<file path="src/hw/cri_params.svh">
// constants for the reset, init and payload block of the can controller
// assumes a 12-bit apb byte address and 32-bit data words
`ifndef CRI_PARAMS_SVH
`define CRI_PARAMS_SVH

`define CRI_OFS_MASTER       12'h000
`define CRI_OFS_STATUS       12'h004
`define CRI_OFS_BIT_CONFIG   12'h008
`define CRI_OFS_ERR_COUNT    12'h00c
`define CRI_OFS_RESET_FLAG   12'h010
`define CRI_OFS_PAYLOAD      12'h100
`define CRI_PAYLOAD_SPAN     12'h200

`define CRI_BIT_RESET_REQ    0
`define CRI_BIT_BUS_READY    0
`define CRI_BIT_RESET_STATE  3
`define CRI_BIT_FLAG         0

`define CRI_RST_BIT_CONFIG   16'h0000
`define CRI_RST_COUNT        8'h00
`define CRI_IDLE_BITS        4'hb
`define CRI_BIT_FIXED_TQ     5'h03
`define CRI_TQ_CLOCKS_PER    2
`define CRI_DLC_FULL_LEN     4'h8

`endif

</file>
<file path="src/hw/cri_pkg.sv">
// types shared by the reset, init and payload block
// assumes cri_params.svh supplies the numeric constants
package cri_pkg;

  typedef enum logic [1:0] {
    CRI_NORMAL        = 2'b00,
    CRI_RESET_PENDING = 2'b01,
    CRI_CONFIG        = 2'b10,
    CRI_POWER_UP      = 2'b11
  } cri_mode_type;

  typedef struct packed {
    logic [1:0] resync_jump_width;
    logic       sample_point_count;
    logic [2:0] time_segment_two;
    logic [3:0] time_segment_one;
    logic [5:0] quantum_prescaler;
  } cri_bit_config_type;

  typedef struct packed {
    logic       valid;
    logic [3:0] mbox;
    logic [2:0] index;
    logic [7:0] data;
  } cri_byte_write_type;

endpackage

</file>
<file path="src/hw/cri_idle_detect.sv">
// bus idle detector: counts whole recessive bits at the programmed bit timing
// assumes rx is already synchronous to pclk; run low holds it cleared
`timescale 1ns/10ps
`include "cri_params.svh"

module cri_idle_detect (
  input  wire logic                    pclk,
  input  wire logic                    presetn,
  input  wire logic                    run,
  input  wire cri_pkg::cri_bit_config_type timing,
  input  wire logic                    rx,
  output logic                         idle_found
);
  import cri_pkg::*;

  logic [7:0] clk_count;
  logic [4:0] tq_count;
  logic [3:0] bit_count;
  logic       saw_dominant;

  wire  [7:0] tq_clocks  = 8'(`CRI_TQ_CLOCKS_PER * (int'(timing.quantum_prescaler) + 1));
  wire  [4:0] bit_quanta = `CRI_BIT_FIXED_TQ + 5'(timing.time_segment_one) + 5'(timing.time_segment_two);
  wire        tq_end     = clk_count == tq_clocks - 8'h01;
  wire        bit_end    = tq_end && tq_count == bit_quanta - 5'h01;
  wire        bit_clean  = !saw_dominant && rx;

  always_ff @(posedge pclk or negedge presetn) begin
    if (!presetn) begin
      clk_count    <= 8'h00;
      tq_count     <= 5'h00;
      bit_count    <= 4'h0;
      saw_dominant <= 1'b0;
      idle_found   <= 1'b0;
    end else if (!run) begin
      clk_count    <= 8'h00;
      tq_count     <= 5'h00;
      bit_count    <= 4'h0;
      saw_dominant <= 1'b0;
      idle_found   <= 1'b0;
    end else begin
      clk_count    <= tq_end ? 8'h00 : clk_count + 8'h01;
      tq_count     <= bit_end ? 5'h00 : (tq_end ? tq_count + 5'h01 : tq_count);
      saw_dominant <= bit_end ? 1'b0 : (saw_dominant || !rx);
      if (bit_end) begin
        // any dominant sample restarts the run of recessive bits
        bit_count <= bit_clean ? bit_count + 4'h1 : 4'h0;
      end
      if (bit_count == `CRI_IDLE_BITS) begin
        idle_found <= 1'b1;
      end
    end
  end

endmodule

</file>
<file path="src/hw/cri_payload_ram.sv">
// payload byte store: one set of data bytes per mailbox
// assumes callers never write both ports to one byte in one cycle; bus port wins
`timescale 1ns/10ps
`include "cri_params.svh"

module cri_payload_ram #(
  parameter int MAILBOXES = 16,
  parameter int BYTES     = 8
) (
  input  wire logic                   pclk,
  input  wire cri_pkg::cri_byte_write_type bus_wr,
  input  wire cri_pkg::cri_byte_write_type link_wr,
  input  wire logic [3:0]             bus_rd_mbox,
  input  wire logic [2:0]             bus_rd_index,
  output logic [7:0]                  bus_rd_data,
  input  wire logic [3:0]             link_rd_mbox,
  input  wire logic [2:0]             link_rd_index,
  output logic [7:0]                  link_rd_data
);
  import cri_pkg::*;

  // no reset on purpose: contents survive every reset
  logic [7:0] mem [MAILBOXES][BYTES];

  // one process owns the array; the bus port wins a clash on one byte
  wire same_cell = bus_wr.mbox == link_wr.mbox && bus_wr.index == link_wr.index;
  wire link_ok   = link_wr.valid && !(bus_wr.valid && same_cell);

  always_ff @(posedge pclk) begin
    if (bus_wr.valid) begin
      mem[bus_wr.mbox][bus_wr.index] <= bus_wr.data;
    end
    if (link_ok) begin
      mem[link_wr.mbox][link_wr.index] <= link_wr.data;
    end
  end

  assign bus_rd_data  = mem[bus_rd_mbox][bus_rd_index];
  assign link_rd_data = mem[link_rd_mbox][link_rd_index];

endmodule

</file>
<file path="src/hw/cri_top.sv">
// reset, configuration mode, bus idle start-up and payload store of a can controller
// assumes an apb master on pclk and a protocol engine that reports frame activity
// Function
// - sixteen payload sets, eight read/write bytes each
// - hardware reset sets reset request and reset state, then initialises
// - hardware reset restores registers but keeps payload contents
// - software reset waits for a frame in progress to finish
// - reset state stays one throughout software initialisation
// - software reset clears both error counters only
// - configuration mode means reset request and reset state both one
// - clearing reset request clears reset state and starts power-up
// - power-up ends after eleven recessive bits; only then bus traffic
// - reset flag sets after power-on and after standby wake
// - bit configuration writable always; change it only in configuration mode
// - one quantum lasts two times prescaler plus one clocks
// - bit length is three plus both segment values in quanta
//
// The implementer's own choices: the placing of the registers and the APB interface to the registers.
`timescale 1ns/10ps
`include "cri_params.svh"

module cri_top #(
  parameter int MAILBOXES = 16,
  parameter int BYTES     = 8
) (
  input  wire logic                       pclk,
  input  wire logic                       presetn,
  input  wire logic                       psel,
  input  wire logic                       penable,
  input  wire logic                       pwrite,
  input  wire logic [11:0]                paddr,
  input  wire logic [31:0]                pwdata,
  output logic [31:0]                     prdata,
  output logic                            pready,
  output logic                            pslverr,
  input  wire logic                       standby_wake,
  input  wire logic                       frame_active,
  input  wire logic                       bus_rx,
  input  wire logic                       tx_error_step,
  input  wire logic                       rx_error_step,
  input  wire cri_pkg::cri_byte_write_type rx_byte,
  input  wire logic [3:0]                 tx_mbox,
  input  wire logic [2:0]                 tx_index,
  input  wire logic [3:0]                 tx_length_code,
  output logic [7:0]                      tx_byte,
  output logic                            tx_byte_used,
  output logic                            bus_enable,
  output logic                            config_mode,
  output logic                            reset_interrupt_flag,
  output cri_pkg::cri_bit_config_type     bit_config_register
);
  import cri_pkg::*;

  generate
    if (MAILBOXES < 1 || MAILBOXES > 16 || BYTES != 8) begin : g_bad_size
      $error("cri_top: mailbox count 1..16 and eight bytes per set only");
    end
  endgenerate

  // the bit configuration is read back whole in one data word
  localparam int CFG_W = $bits(cri_bit_config_type);

  generate
    if (CFG_W > 32) begin : g_bad_cfg
      $error("cri_top: bit configuration wider than a data word");
    end
  endgenerate

  cri_mode_type mode;
  cri_mode_type next_mode;
  logic         reset_request_bit;
  logic         reset_state_bit;
  logic [7:0]   transmit_error_counter;
  logic [7:0]   receive_error_counter;
  logic         idle_found;

  // register map, byte addresses, one register per word:
  //   000 master control, bit 0 reset request
  //   004 general status, bit 3 reset state, bit 0 bus ready; read only
  //   008 bit configuration, fields packed from bit 0 upward
  //   00c error counters, transmit in 7:0, receive in 15:8; read only
  //   010 reset flag, bit 0, write one to clear
  //   100 payload, mailbox * 20 + byte * 4, byte in 7:0
  // apb decode
  wire        setup      = psel && !penable;
  wire        wr_access  = psel && penable && pready && pwrite;
  wire [11:0] pay_offset = paddr - `CRI_OFS_PAYLOAD;
  // words past the last mailbox answer with an error
  wire        in_payload = paddr >= `CRI_OFS_PAYLOAD && pay_offset < `CRI_PAYLOAD_SPAN
                           && int'(pay_offset[8:5]) < MAILBOXES;
  wire        hit_master = paddr == `CRI_OFS_MASTER;
  wire        hit_status = paddr == `CRI_OFS_STATUS;
  wire        hit_bitcfg = paddr == `CRI_OFS_BIT_CONFIG;
  wire        hit_errcnt = paddr == `CRI_OFS_ERR_COUNT;
  wire        hit_flag   = paddr == `CRI_OFS_RESET_FLAG;
  wire        mapped     = hit_master || hit_status || hit_bitcfg || hit_errcnt || hit_flag || in_payload;
  wire        misaligned = paddr[1:0] != 2'b00;

  // payload store
  cri_byte_write_type bus_wr;
  logic [7:0]         bus_rd_data;
  logic [7:0]         link_rd_data;

  assign bus_wr.valid = wr_access && in_payload && !misaligned;
  assign bus_wr.mbox  = pay_offset[8:5];
  assign bus_wr.index = pay_offset[4:2];
  assign bus_wr.data  = pwdata[7:0];

  cri_payload_ram #(
    .MAILBOXES (MAILBOXES),
    .BYTES     (BYTES)
  ) u_ram (
    .pclk          (pclk),
    .bus_wr        (bus_wr),
    .link_wr       (rx_byte),
    .bus_rd_mbox   (pay_offset[8:5]),
    .bus_rd_index  (pay_offset[4:2]),
    .bus_rd_data   (bus_rd_data),
    .link_rd_mbox  (tx_mbox),
    .link_rd_index (tx_index),
    .link_rd_data  (link_rd_data)
  );

  // start-up counts at the live bit timing; rewriting it mid start-up skews the count
  cri_idle_detect u_idle (
    .pclk       (pclk),
    .presetn    (presetn),
    .run        (mode == CRI_POWER_UP),
    .timing     (bit_config_register),
    .rx         (bus_rx),
    .idle_found (idle_found)
  );

  // control register writes
  wire wr_master    = wr_access && hit_master;
  wire wr_bitcfg    = wr_access && hit_bitcfg;
  wire clear_flag   = wr_access && hit_flag && pwdata[`CRI_BIT_FLAG];
  // a wake sets the request like a hardware reset; bit configuration is kept
  wire next_request = standby_wake ? 1'b1 : (wr_master ? pwdata[`CRI_BIT_RESET_REQ] : reset_request_bit);
  wire next_flag    = standby_wake || (reset_interrupt_flag && !clear_flag);
  wire [CFG_W-1:0] new_config = pwdata[CFG_W-1:0];

  // mode sequencing
  always_comb begin
    next_mode = mode;
    unique case (mode)
      CRI_NORMAL: begin
        if (reset_request_bit) begin
          next_mode = frame_active ? CRI_RESET_PENDING : CRI_CONFIG;
        end
      end
      CRI_RESET_PENDING: begin
        // reset state stays low while the frame drains
        if (!frame_active) begin
          next_mode = CRI_CONFIG;
        end
      end
      CRI_CONFIG: begin
        if (!reset_request_bit) begin
          next_mode = CRI_POWER_UP;
        end
      end
      CRI_POWER_UP: begin
        // a new request during start-up drops straight back to configuration
        if (reset_request_bit) begin
          next_mode = CRI_CONFIG;
        end else if (idle_found) begin
          next_mode = CRI_NORMAL;
        end
      end
    endcase
    if (standby_wake) begin
      next_mode = CRI_CONFIG;
    end
  end

  wire entering_config = next_mode == CRI_CONFIG && mode != CRI_CONFIG;

  // registered copies of the mode decode keep every output a flop
  wire       next_state      = next_mode == CRI_CONFIG;
  wire       next_config     = next_request && next_state;
  wire       next_bus_enable = next_mode == CRI_NORMAL;
  wire       bus_ready       = mode == CRI_NORMAL;
  // counters wrap; limiting them belongs to the error state logic
  wire [7:0] next_tx_count   = transmit_error_counter + 8'(tx_error_step);
  wire [7:0] next_rx_count   = receive_error_counter + 8'(rx_error_step);

  always_ff @(posedge pclk or negedge presetn) begin
    if (!presetn) begin
      mode              <= CRI_CONFIG;
      reset_request_bit <= 1'b1;
      reset_state_bit   <= 1'b1;
    end else begin
      mode              <= next_mode;
      reset_request_bit <= next_request;
      reset_state_bit   <= next_state;
    end
  end

  always_ff @(posedge pclk or negedge presetn) begin
    if (!presetn) begin
      transmit_error_counter <= `CRI_RST_COUNT;
      receive_error_counter  <= `CRI_RST_COUNT;
    end else if (entering_config) begin
      // software reset touches only the counters
      transmit_error_counter <= `CRI_RST_COUNT;
      receive_error_counter  <= `CRI_RST_COUNT;
    end else begin
      transmit_error_counter <= next_tx_count;
      receive_error_counter  <= next_rx_count;
    end
  end

  always_ff @(posedge pclk or negedge presetn) begin
    if (!presetn) begin
      bit_config_register <= `CRI_RST_BIT_CONFIG;
    end else if (wr_bitcfg) begin
      // accepted in every mode; software keeps changes to configuration mode
      bit_config_register <= new_config;
    end
  end

  always_ff @(posedge pclk or negedge presetn) begin
    if (!presetn) begin
      reset_interrupt_flag <= 1'b1;
    end else begin
      // a wake in the clearing cycle keeps the flag set
      reset_interrupt_flag <= next_flag;
    end
  end

  always_ff @(posedge pclk or negedge presetn) begin
    if (!presetn) begin
      config_mode <= 1'b1;
      bus_enable  <= 1'b0;
    end else begin
      config_mode <= next_config;
      bus_enable  <= next_bus_enable;
    end
  end

  // transmit side byte fetch, byte one at index zero
  // any code with the top bit set still means eight bytes
  wire [3:0] used_len  = tx_length_code[3] ? `CRI_DLC_FULL_LEN : {1'b0, tx_length_code[2:0]};
  wire       next_used = {1'b0, tx_index} < used_len;

  always_ff @(posedge pclk or negedge presetn) begin
    if (!presetn) begin
      tx_byte      <= 8'h00;
      tx_byte_used <= 1'b0;
    end else begin
      tx_byte      <= link_rd_data;
      tx_byte_used <= next_used;
    end
  end

  // apb read data, captured in setup so the access phase needs no wait
  // an event in the access cycle shows on the next read, not this one
  logic [31:0] rd_word;

  always_comb begin
    rd_word = 32'h00000000;
    if (hit_master) begin
      rd_word[`CRI_BIT_RESET_REQ] = reset_request_bit;
    end
    if (hit_status) begin
      rd_word[`CRI_BIT_RESET_STATE] = reset_state_bit;
      rd_word[`CRI_BIT_BUS_READY]   = bus_ready;
    end
    if (hit_bitcfg) begin
      rd_word[CFG_W-1:0] = bit_config_register;
    end
    if (hit_errcnt) begin
      rd_word[15:0] = {receive_error_counter, transmit_error_counter};
    end
    if (hit_flag) begin
      rd_word[`CRI_BIT_FLAG] = reset_interrupt_flag;
    end
    if (in_payload) begin
      rd_word[7:0] = bus_rd_data;
    end
  end

  always_ff @(posedge pclk or negedge presetn) begin
    if (!presetn) begin
      prdata  <= 32'h00000000;
      pready  <= 1'b0;
      pslverr <= 1'b0;
    end else begin
      pready  <= setup;
      pslverr <= setup && (!mapped || misaligned);
      if (setup && !pwrite && mapped && !misaligned) begin
        prdata <= rd_word;
      end else if (setup) begin
        prdata <= 32'h00000000;
      end
    end
  end

endmodule

</file>
<file path="config.mk">
export PLATFORM = sky130hd
export DESIGN_NAME = cri_top
export DESIGN_NICKNAME = d
export VERILOG_FILES = /design/src/hw/cri_pkg.sv /design/src/hw/cri_idle_detect.sv /design/src/hw/cri_payload_ram.sv /design/src/hw/cri_top.sv
export VERILOG_INCLUDE_DIRS = /design/src /design/src/hw
export SDC_FILE = /design/constraint.sdc
export NUM_CORES = 2
export LEC_CHECK = 0
export BUFFER_PORTS_ARGS = -buffer_cell sky130_fd_sc_hd__buf_2
export CAP_MARGIN = 20
export CORE_AREA = 3 3 577 465
export DETAILED_ROUTE_END_ITERATION = 8
export DIE_AREA = 0 0 580 468
export SLEW_MARGIN = 15
export SYNTH_ARGS = -nofsm -noshare
export SYNTH_HDL_FRONTEND = slang
export SYNTH_HIERARCHICAL = 1
export SYNTH_SLANG_ARGS = --single-unit
</file>
<file path="constraint.sdc">
create_clock -name pclk -period 3 [get_ports pclk]
set_clock_uncertainty 0.15 [all_clocks]
set_input_delay 0.15 -clock pclk [delete_from_list [all_inputs] [get_ports pclk]]
set_output_delay 0.15 -clock pclk [all_outputs]
set_load 0.05 [all_outputs]
</file>
# Yosys cells after proc, flatten, opt, wreduce, memory -nomap -nowiden

Memories as Yosys holds them, arrays and structs flattened.
Index checks and enable logic that the tools add are counted.

Register bits after elaboration: 101
Bits in writable memories: 1024
Input port bits: 81
Output and inout bits: 62
Word-level logic and storage cells: 157
Memories: 1

Memory list:

| memory    | words | bits a word | read ports | clocked after Yosys merged registers in | wr ports | line                  | source |
|---|---|---|---|---|---|---|---|
| u_ram.mem | 16    | 64          | 2          | 0                                       | 2        | cri_payload_ram.sv:23 | `logic [7:0] mem [MAILBOXES][BYTES];` |

Add/subtract/negate cells: 11
Magnitude comparators: 8
Equal/unequal tests: 17
Multiplexer cells: 48
Bitwise operators: 3
Reduce and logical (&&, ||, !) cells: 46

Operators with widths:

| kind                                                  | number |
|---|---|
| two-way mux 64 bit                                    | 2 |
| two-way mux 8 bit                                     | 11 |
| two-way mux 32 bit                                    | 2 |
| binary-select mux 8 bit (select 3 bit)                | 2 |
| demux 8 bit (select 3 bit)                            | 2 |
| two-way mux 16 bit                                    | 2 |
| logical AND 1 bit                                     | 25 |
| == test 12 x 4 -> 1 bit (second input constant)       | 2 |
| adder 8 x 1 -> 8 bit                                  | 2 |
| two-way mux 4 bit                                     | 4 |
| two-way mux 5 bit                                     | 3 |
| two-way mux 2 bit                                     | 7 |
| == test 12 x 3 -> 1 bit (second input constant)       | 1 |
| == test 12 x 5 -> 1 bit (second input constant)       | 1 |
| >= comparator 12 x 9 -> 1 bit (second input constant) | 1 |
| >= comparator 4 bit (second input constant)           | 3 |
| zero test 12 bit                                      | 1 |
| < comparator 12 x 10 -> 1 bit (second input constant) | 1 |
| two-way mux 1 bit                                     | 12 |
| inverter 3 -> 4 bit                                   | 3 |
| subtractor 12 x 9 -> 12 bit (second input constant)   | 1 |
| adder 8 x 1 -> 8 bit (second input constant)          | 1 |
| == test 8 bit                                         | 1 |
| zero test 1 bit                                       | 8 |
| other kinds (21)                                      | 35 |

# Depth between registers and ports, before layout

Word-level depth: 10
Gate-level depth with buffers: 12
Gate-level depth less buffers: 11

# Modules after synthesis

The synthesis kept the hierarchy.

By module, submodules not included:

| module          | times used | cells an instance | area an instance (µm²) | sequential area each (µm²) |
|---|---|---|---|---|
| cri_payload_ram | 1          | 3510              | 61082.3                | 30749.5 |
| cri_top         | 1          | 279               | 3153.0                 | 1657.8 |
| cri_idle_detect | 1          | 156               | 1396.3                 | 475.5 |

# Worst setup path after synthesis

Ideal clock, no wire load.

Path kind: input to register
From: input paddr[8]
To: memory u_ram/mem[0][0] (netlist bit) (enable)
Setup time: 317 ps
Arrival time: 2900 ps
Required time: 2533 ps
Path slack: -367 ps
Cell stages on the path: 11
Path buffers: 2
Cell sequence: inv_1 > ha_1 > o21bai_1 > o21a_1 > o21ai_1 > and3_1 > nand4_1 > o2111ai_1 > clkbuf_1 > clkbuf_1 > o22ai_1

RTL lines:

| item            | line                  | source |
|---|---|---|
| start, declared | cri_top.sv:31         | `input wire logic [11:0] paddr,` |
| end, declared   | cri_payload_ram.sv:23 |  |

==> summary.md <==
| Metric | Value |
|---|---|
| Status | complete, but fails checks |
| Failing checks | setup timing |
| CTS H-tree depth | 3 |
| Crit path time final | 3080 ps |
| Die ar. | 271000 um^2 |
| Post-Route WL | 244000 um |
| Synth Area in Adders | 0.00355 |
| Worst vdd ir | 0.526 mV |
| Root Buffer | clkbuf_16 |
| Number of global-route vias before repair | 42600 |
| CTS tree | built |
| Synthesized cell area | 65600 um^2 |
| CP arrival | 3560 ps |
| Syn_area_per_cell | 16.6 um^2 |
| Row cnt | 168 |
| 1st-pass router iterations | 6 |
| Synth Area in XOR/XNOR | 0.00507 |
| CTS max path bufs | 3 |
| GP Congestion | 0.927 |
| Via Count | 43700 |
| Total Routing Usage GR | 0.175 |
| Reg clk slew, reported paths | 60 ps |
| Synth cell types | 59 |
| I/O pin total | 143 |
| Slew headroom | 0.253 |
| Final setup violation count | 6 |
| Core Area | 262000 um^2 |
| Fmax | 325 MHz |
| Syn-to-layout area delta | 22.1% |
| WL/cell | 30.9 um |
| CTS sink cnt | 1109 |
| Synth warn | 6 |
| Synth top area cells | edfxtp_1 (47%), mux4_2 (23%), mux2_2 (18%) |
| Share of the synthesized area in the top cell type | 0.469 |
| Period utilization | 1.03 |
| Synth area leader | edfxtp_1 |
| Clock buffer count from CTS | 119 |
| Share of layout cells above drive strength 1 | 0.615 |
| Crit-path cells | mux4_2 > mux4_2 > mux4_2 > mux2_4 > a2bb2oi_1 > o21ai_0 |
| Most used cell, CP | mux4_2 |
| Initial antenna violation count | 24 |
| Dpl hpwl | 169000 um |
| Die width | 580 um |
| Iter 0 DRT Violations | 6359 |
| DP Worst Slack | -615 ps |
| WP buf/inv | 0 |
| Die H | 468 um |
| Vias per inst | 5.54 |
| Synthesized instance count | 3945 |
| Largest net degree at the start of global routing | 129 |
| Initial Util | 0.250 |
| Worst-path maximum fanout | 2 |
| First-pass GRT wire length | 343000 um |
| Slowest cell on crit path | mux4_2 |
| Post-Synth Simple-Gate Area | 0.0236 |
| CP Launch Type | register |
| IO Port Bufs | 110 |
| Max cap viols | 0 |
| Worst-skew pair later-pin latency | 770 ps |
| Largest family of logic cells by synthesized area | multiplexers |
| Antenna viol nets, final | 0 |
| Critical path class | reg2reg |
| Multiplexer area fraction after synthesis | 0.416 |
| Worst path max stage delay | 640 ps |
| PwrDens | 471 nW/um^2 |
| Crit end category | register |
| Worst Hold Class | in2reg |
| Final hold vios | 0 |
| CP required | 3480 ps |
| Pleak | 25.5 nW |
| Residual DRC count | 0 |
| Post-synth EDFFs | 1024 |
| Final #Nets | 4395 |
| Crit path max-delay family | multiplexers |
| Async set-or-reset flop fraction in the synthesized netlist | 0.0766 |
| Total power | 37.7 mW |
| Register area share after synthesis | 0.501 |
| Post-synth top flop | edfxtp_1 |
| Worst-margin pin slew | 1120 ps |
| Synth Area in Compound Gates | 0.0198 |
| Flops & latches, synth | 1109 |
| Max Slew Vio Count | 0 |
| RSZ-0062 raised after global routing | true |
| Fillcell total | 25400 |
| Final Worst Setup Slack | -79.2 ps |
| Grt ovf | 0 |
[kinds of logic after synthesis]
logic type | count (synthesis)
muxes | 1751
DFF | 1109
buffers and inverters | 486
and+or+nand+nor | 339
AOI/OAI and AO/OA | 203
xor gates and xnor gates | 38
adders and majority gates | 18
other | 1
[state kept, by name, summed over array words and instances, names as in the netlist]
| signal | count |
|---|---|
| mode | 2 |
| tx_byte_used | 1 |
| u_idle/tq_count | 5 |
| reset_state_bit | 1 |
| bit_config_register | 16 |
| pslverr | 1 |
| config_mode | 1 |
| receive_error_counter | 8 |
| u_idle/idle_found | 1 |
| u_idle/bit_count | 4 |
| reset_request_bit | 1 |
| tx_byte | 8 |
| u_idle/clk_count | 8 |
| u_idle/saw_dominant | 1 |
| pready | 1 |
| prdata | 16 |
| u_ram/mem | 1024 |
| transmit_error_counter | 8 |
| reset_interrupt_flag | 1 |
| bus_enable | 1 |
[report_power, final]
part	internal [mW]	switching, mW
Sequential	17.1	0.138
Combinational	2.24	2.86
Clock	8.81	6.62
[per-layer routing]
| layer | up-vias | share of wire | track usage |
|---|---|---|---|
| li1 | 17000 | - | - |
| met1 | 23300 | 0.42 | 0.254 |
| met2 | 3007 | 0.42 | 0.247 |
| met3 | 403 | 0.13 | 0.0584 |
| met4 | 12 | 0.026 | 0.0447 |
| met5 | - | 0.00077 | 0.00332 |
[area by class of cell]
class | count | area, um^2 | share of cell area
antenna | 7 | 17.5 | 0.000219
clock buffer | 159 | 3300 | 0.0412
clock inverter | 62 | 688 | 0.00859
inverter | 17 | 63.8 | 0.000796
multi-input combinational | 2365 | 31600 | 0.394
sequential | 1109 | 32900 | 0.410
tap | 3485 | 4360 | 0.0544
timing repair buffer | 684 | 7210 | 0.0900
[worst paths after layout]
kind	start	end	slack, ps	cells after the start
setup / recovery	u_ram/mem[2][1]	prdata[1]	-80	6
hold reg to reg	prdata[8]	prdata[8]	330	2
hold / removal	rx_byte[7]	u_ram/mem[11][15]	40	2
min in group asynchronous	presetn	reset_state_bit	340	3
setup reg to reg	u_ram/mem[2][1]	prdata[1]	-80	6
max in group asynchronous	presetn	reset_interrupt_flag	2060	4
[repair_timing]
| item | CTS | global route |
|---|---|---|
| pin swaps | 0 | 6 |
| gates resized for setup | 26 | 56 |
| endpoints found under the setup margin | 168 | 339 |
| hold buffers | 56 | 0 |
| hold endpoints to repair | 382 | 0 |
| buffers inserted | 0 | 0 |
[layout by cell type (no fill, tap or decap), drive strengths merged, types with 21 or more instances in the layout]
cell type | synthesis | final
mux4 | 673 | 673
clkinv | 0 | 42
dlygate4sd3 | 0 | 55
dfrtp | 80 | 80
o21ai | 35 | 35
nor2 | 155 | 155
clkbuf | 344 | 159
nand2 | 60 | 60
buf | 125 | 629
o22ai | 117 | 117
mux2 | 1058 | 1058
nor2b | 21 | 21
edfxtp | 1024 | 1024
nand3 | 54 | 54
[synthesized netlist by cell type (all sizes together) (3+ instances only)]
cell        n
nand2      60
clkbuf    344
or2         4
o2111ai     8
a2bb2oi     6
nand3      54
xor2       20
a21oi      12
mux2     1058
edfxtp   1024
ha         17
dfstp       5
mux4      673
mux2i      20
and3        8
and4        3
inv        17
nand4       7
o22ai     117
o21ai      35
nand2b      7
buf       125
nor2b      21
dfrtp      80
nor4        7
xnor2      18
o211ai      3
nor2      155
[metrics by stage]
stage                     instances  area [um^2]  utilization  hold slack (ps)  TNS (ps)
after floorplan                3960        66400            -             -296    -43870
after global placement         7604        75300        0.287             88.1   -400120
after detailed placement       7604        75300        0.287             92.9   -401500
after CTS                      7881        79900        0.305            0.972     -73.1
after global routing           7884        80100        0.306             28.0      -453
final                          7888        80100        0.306             42.7      -262
(Power assumes the default switching activity.)
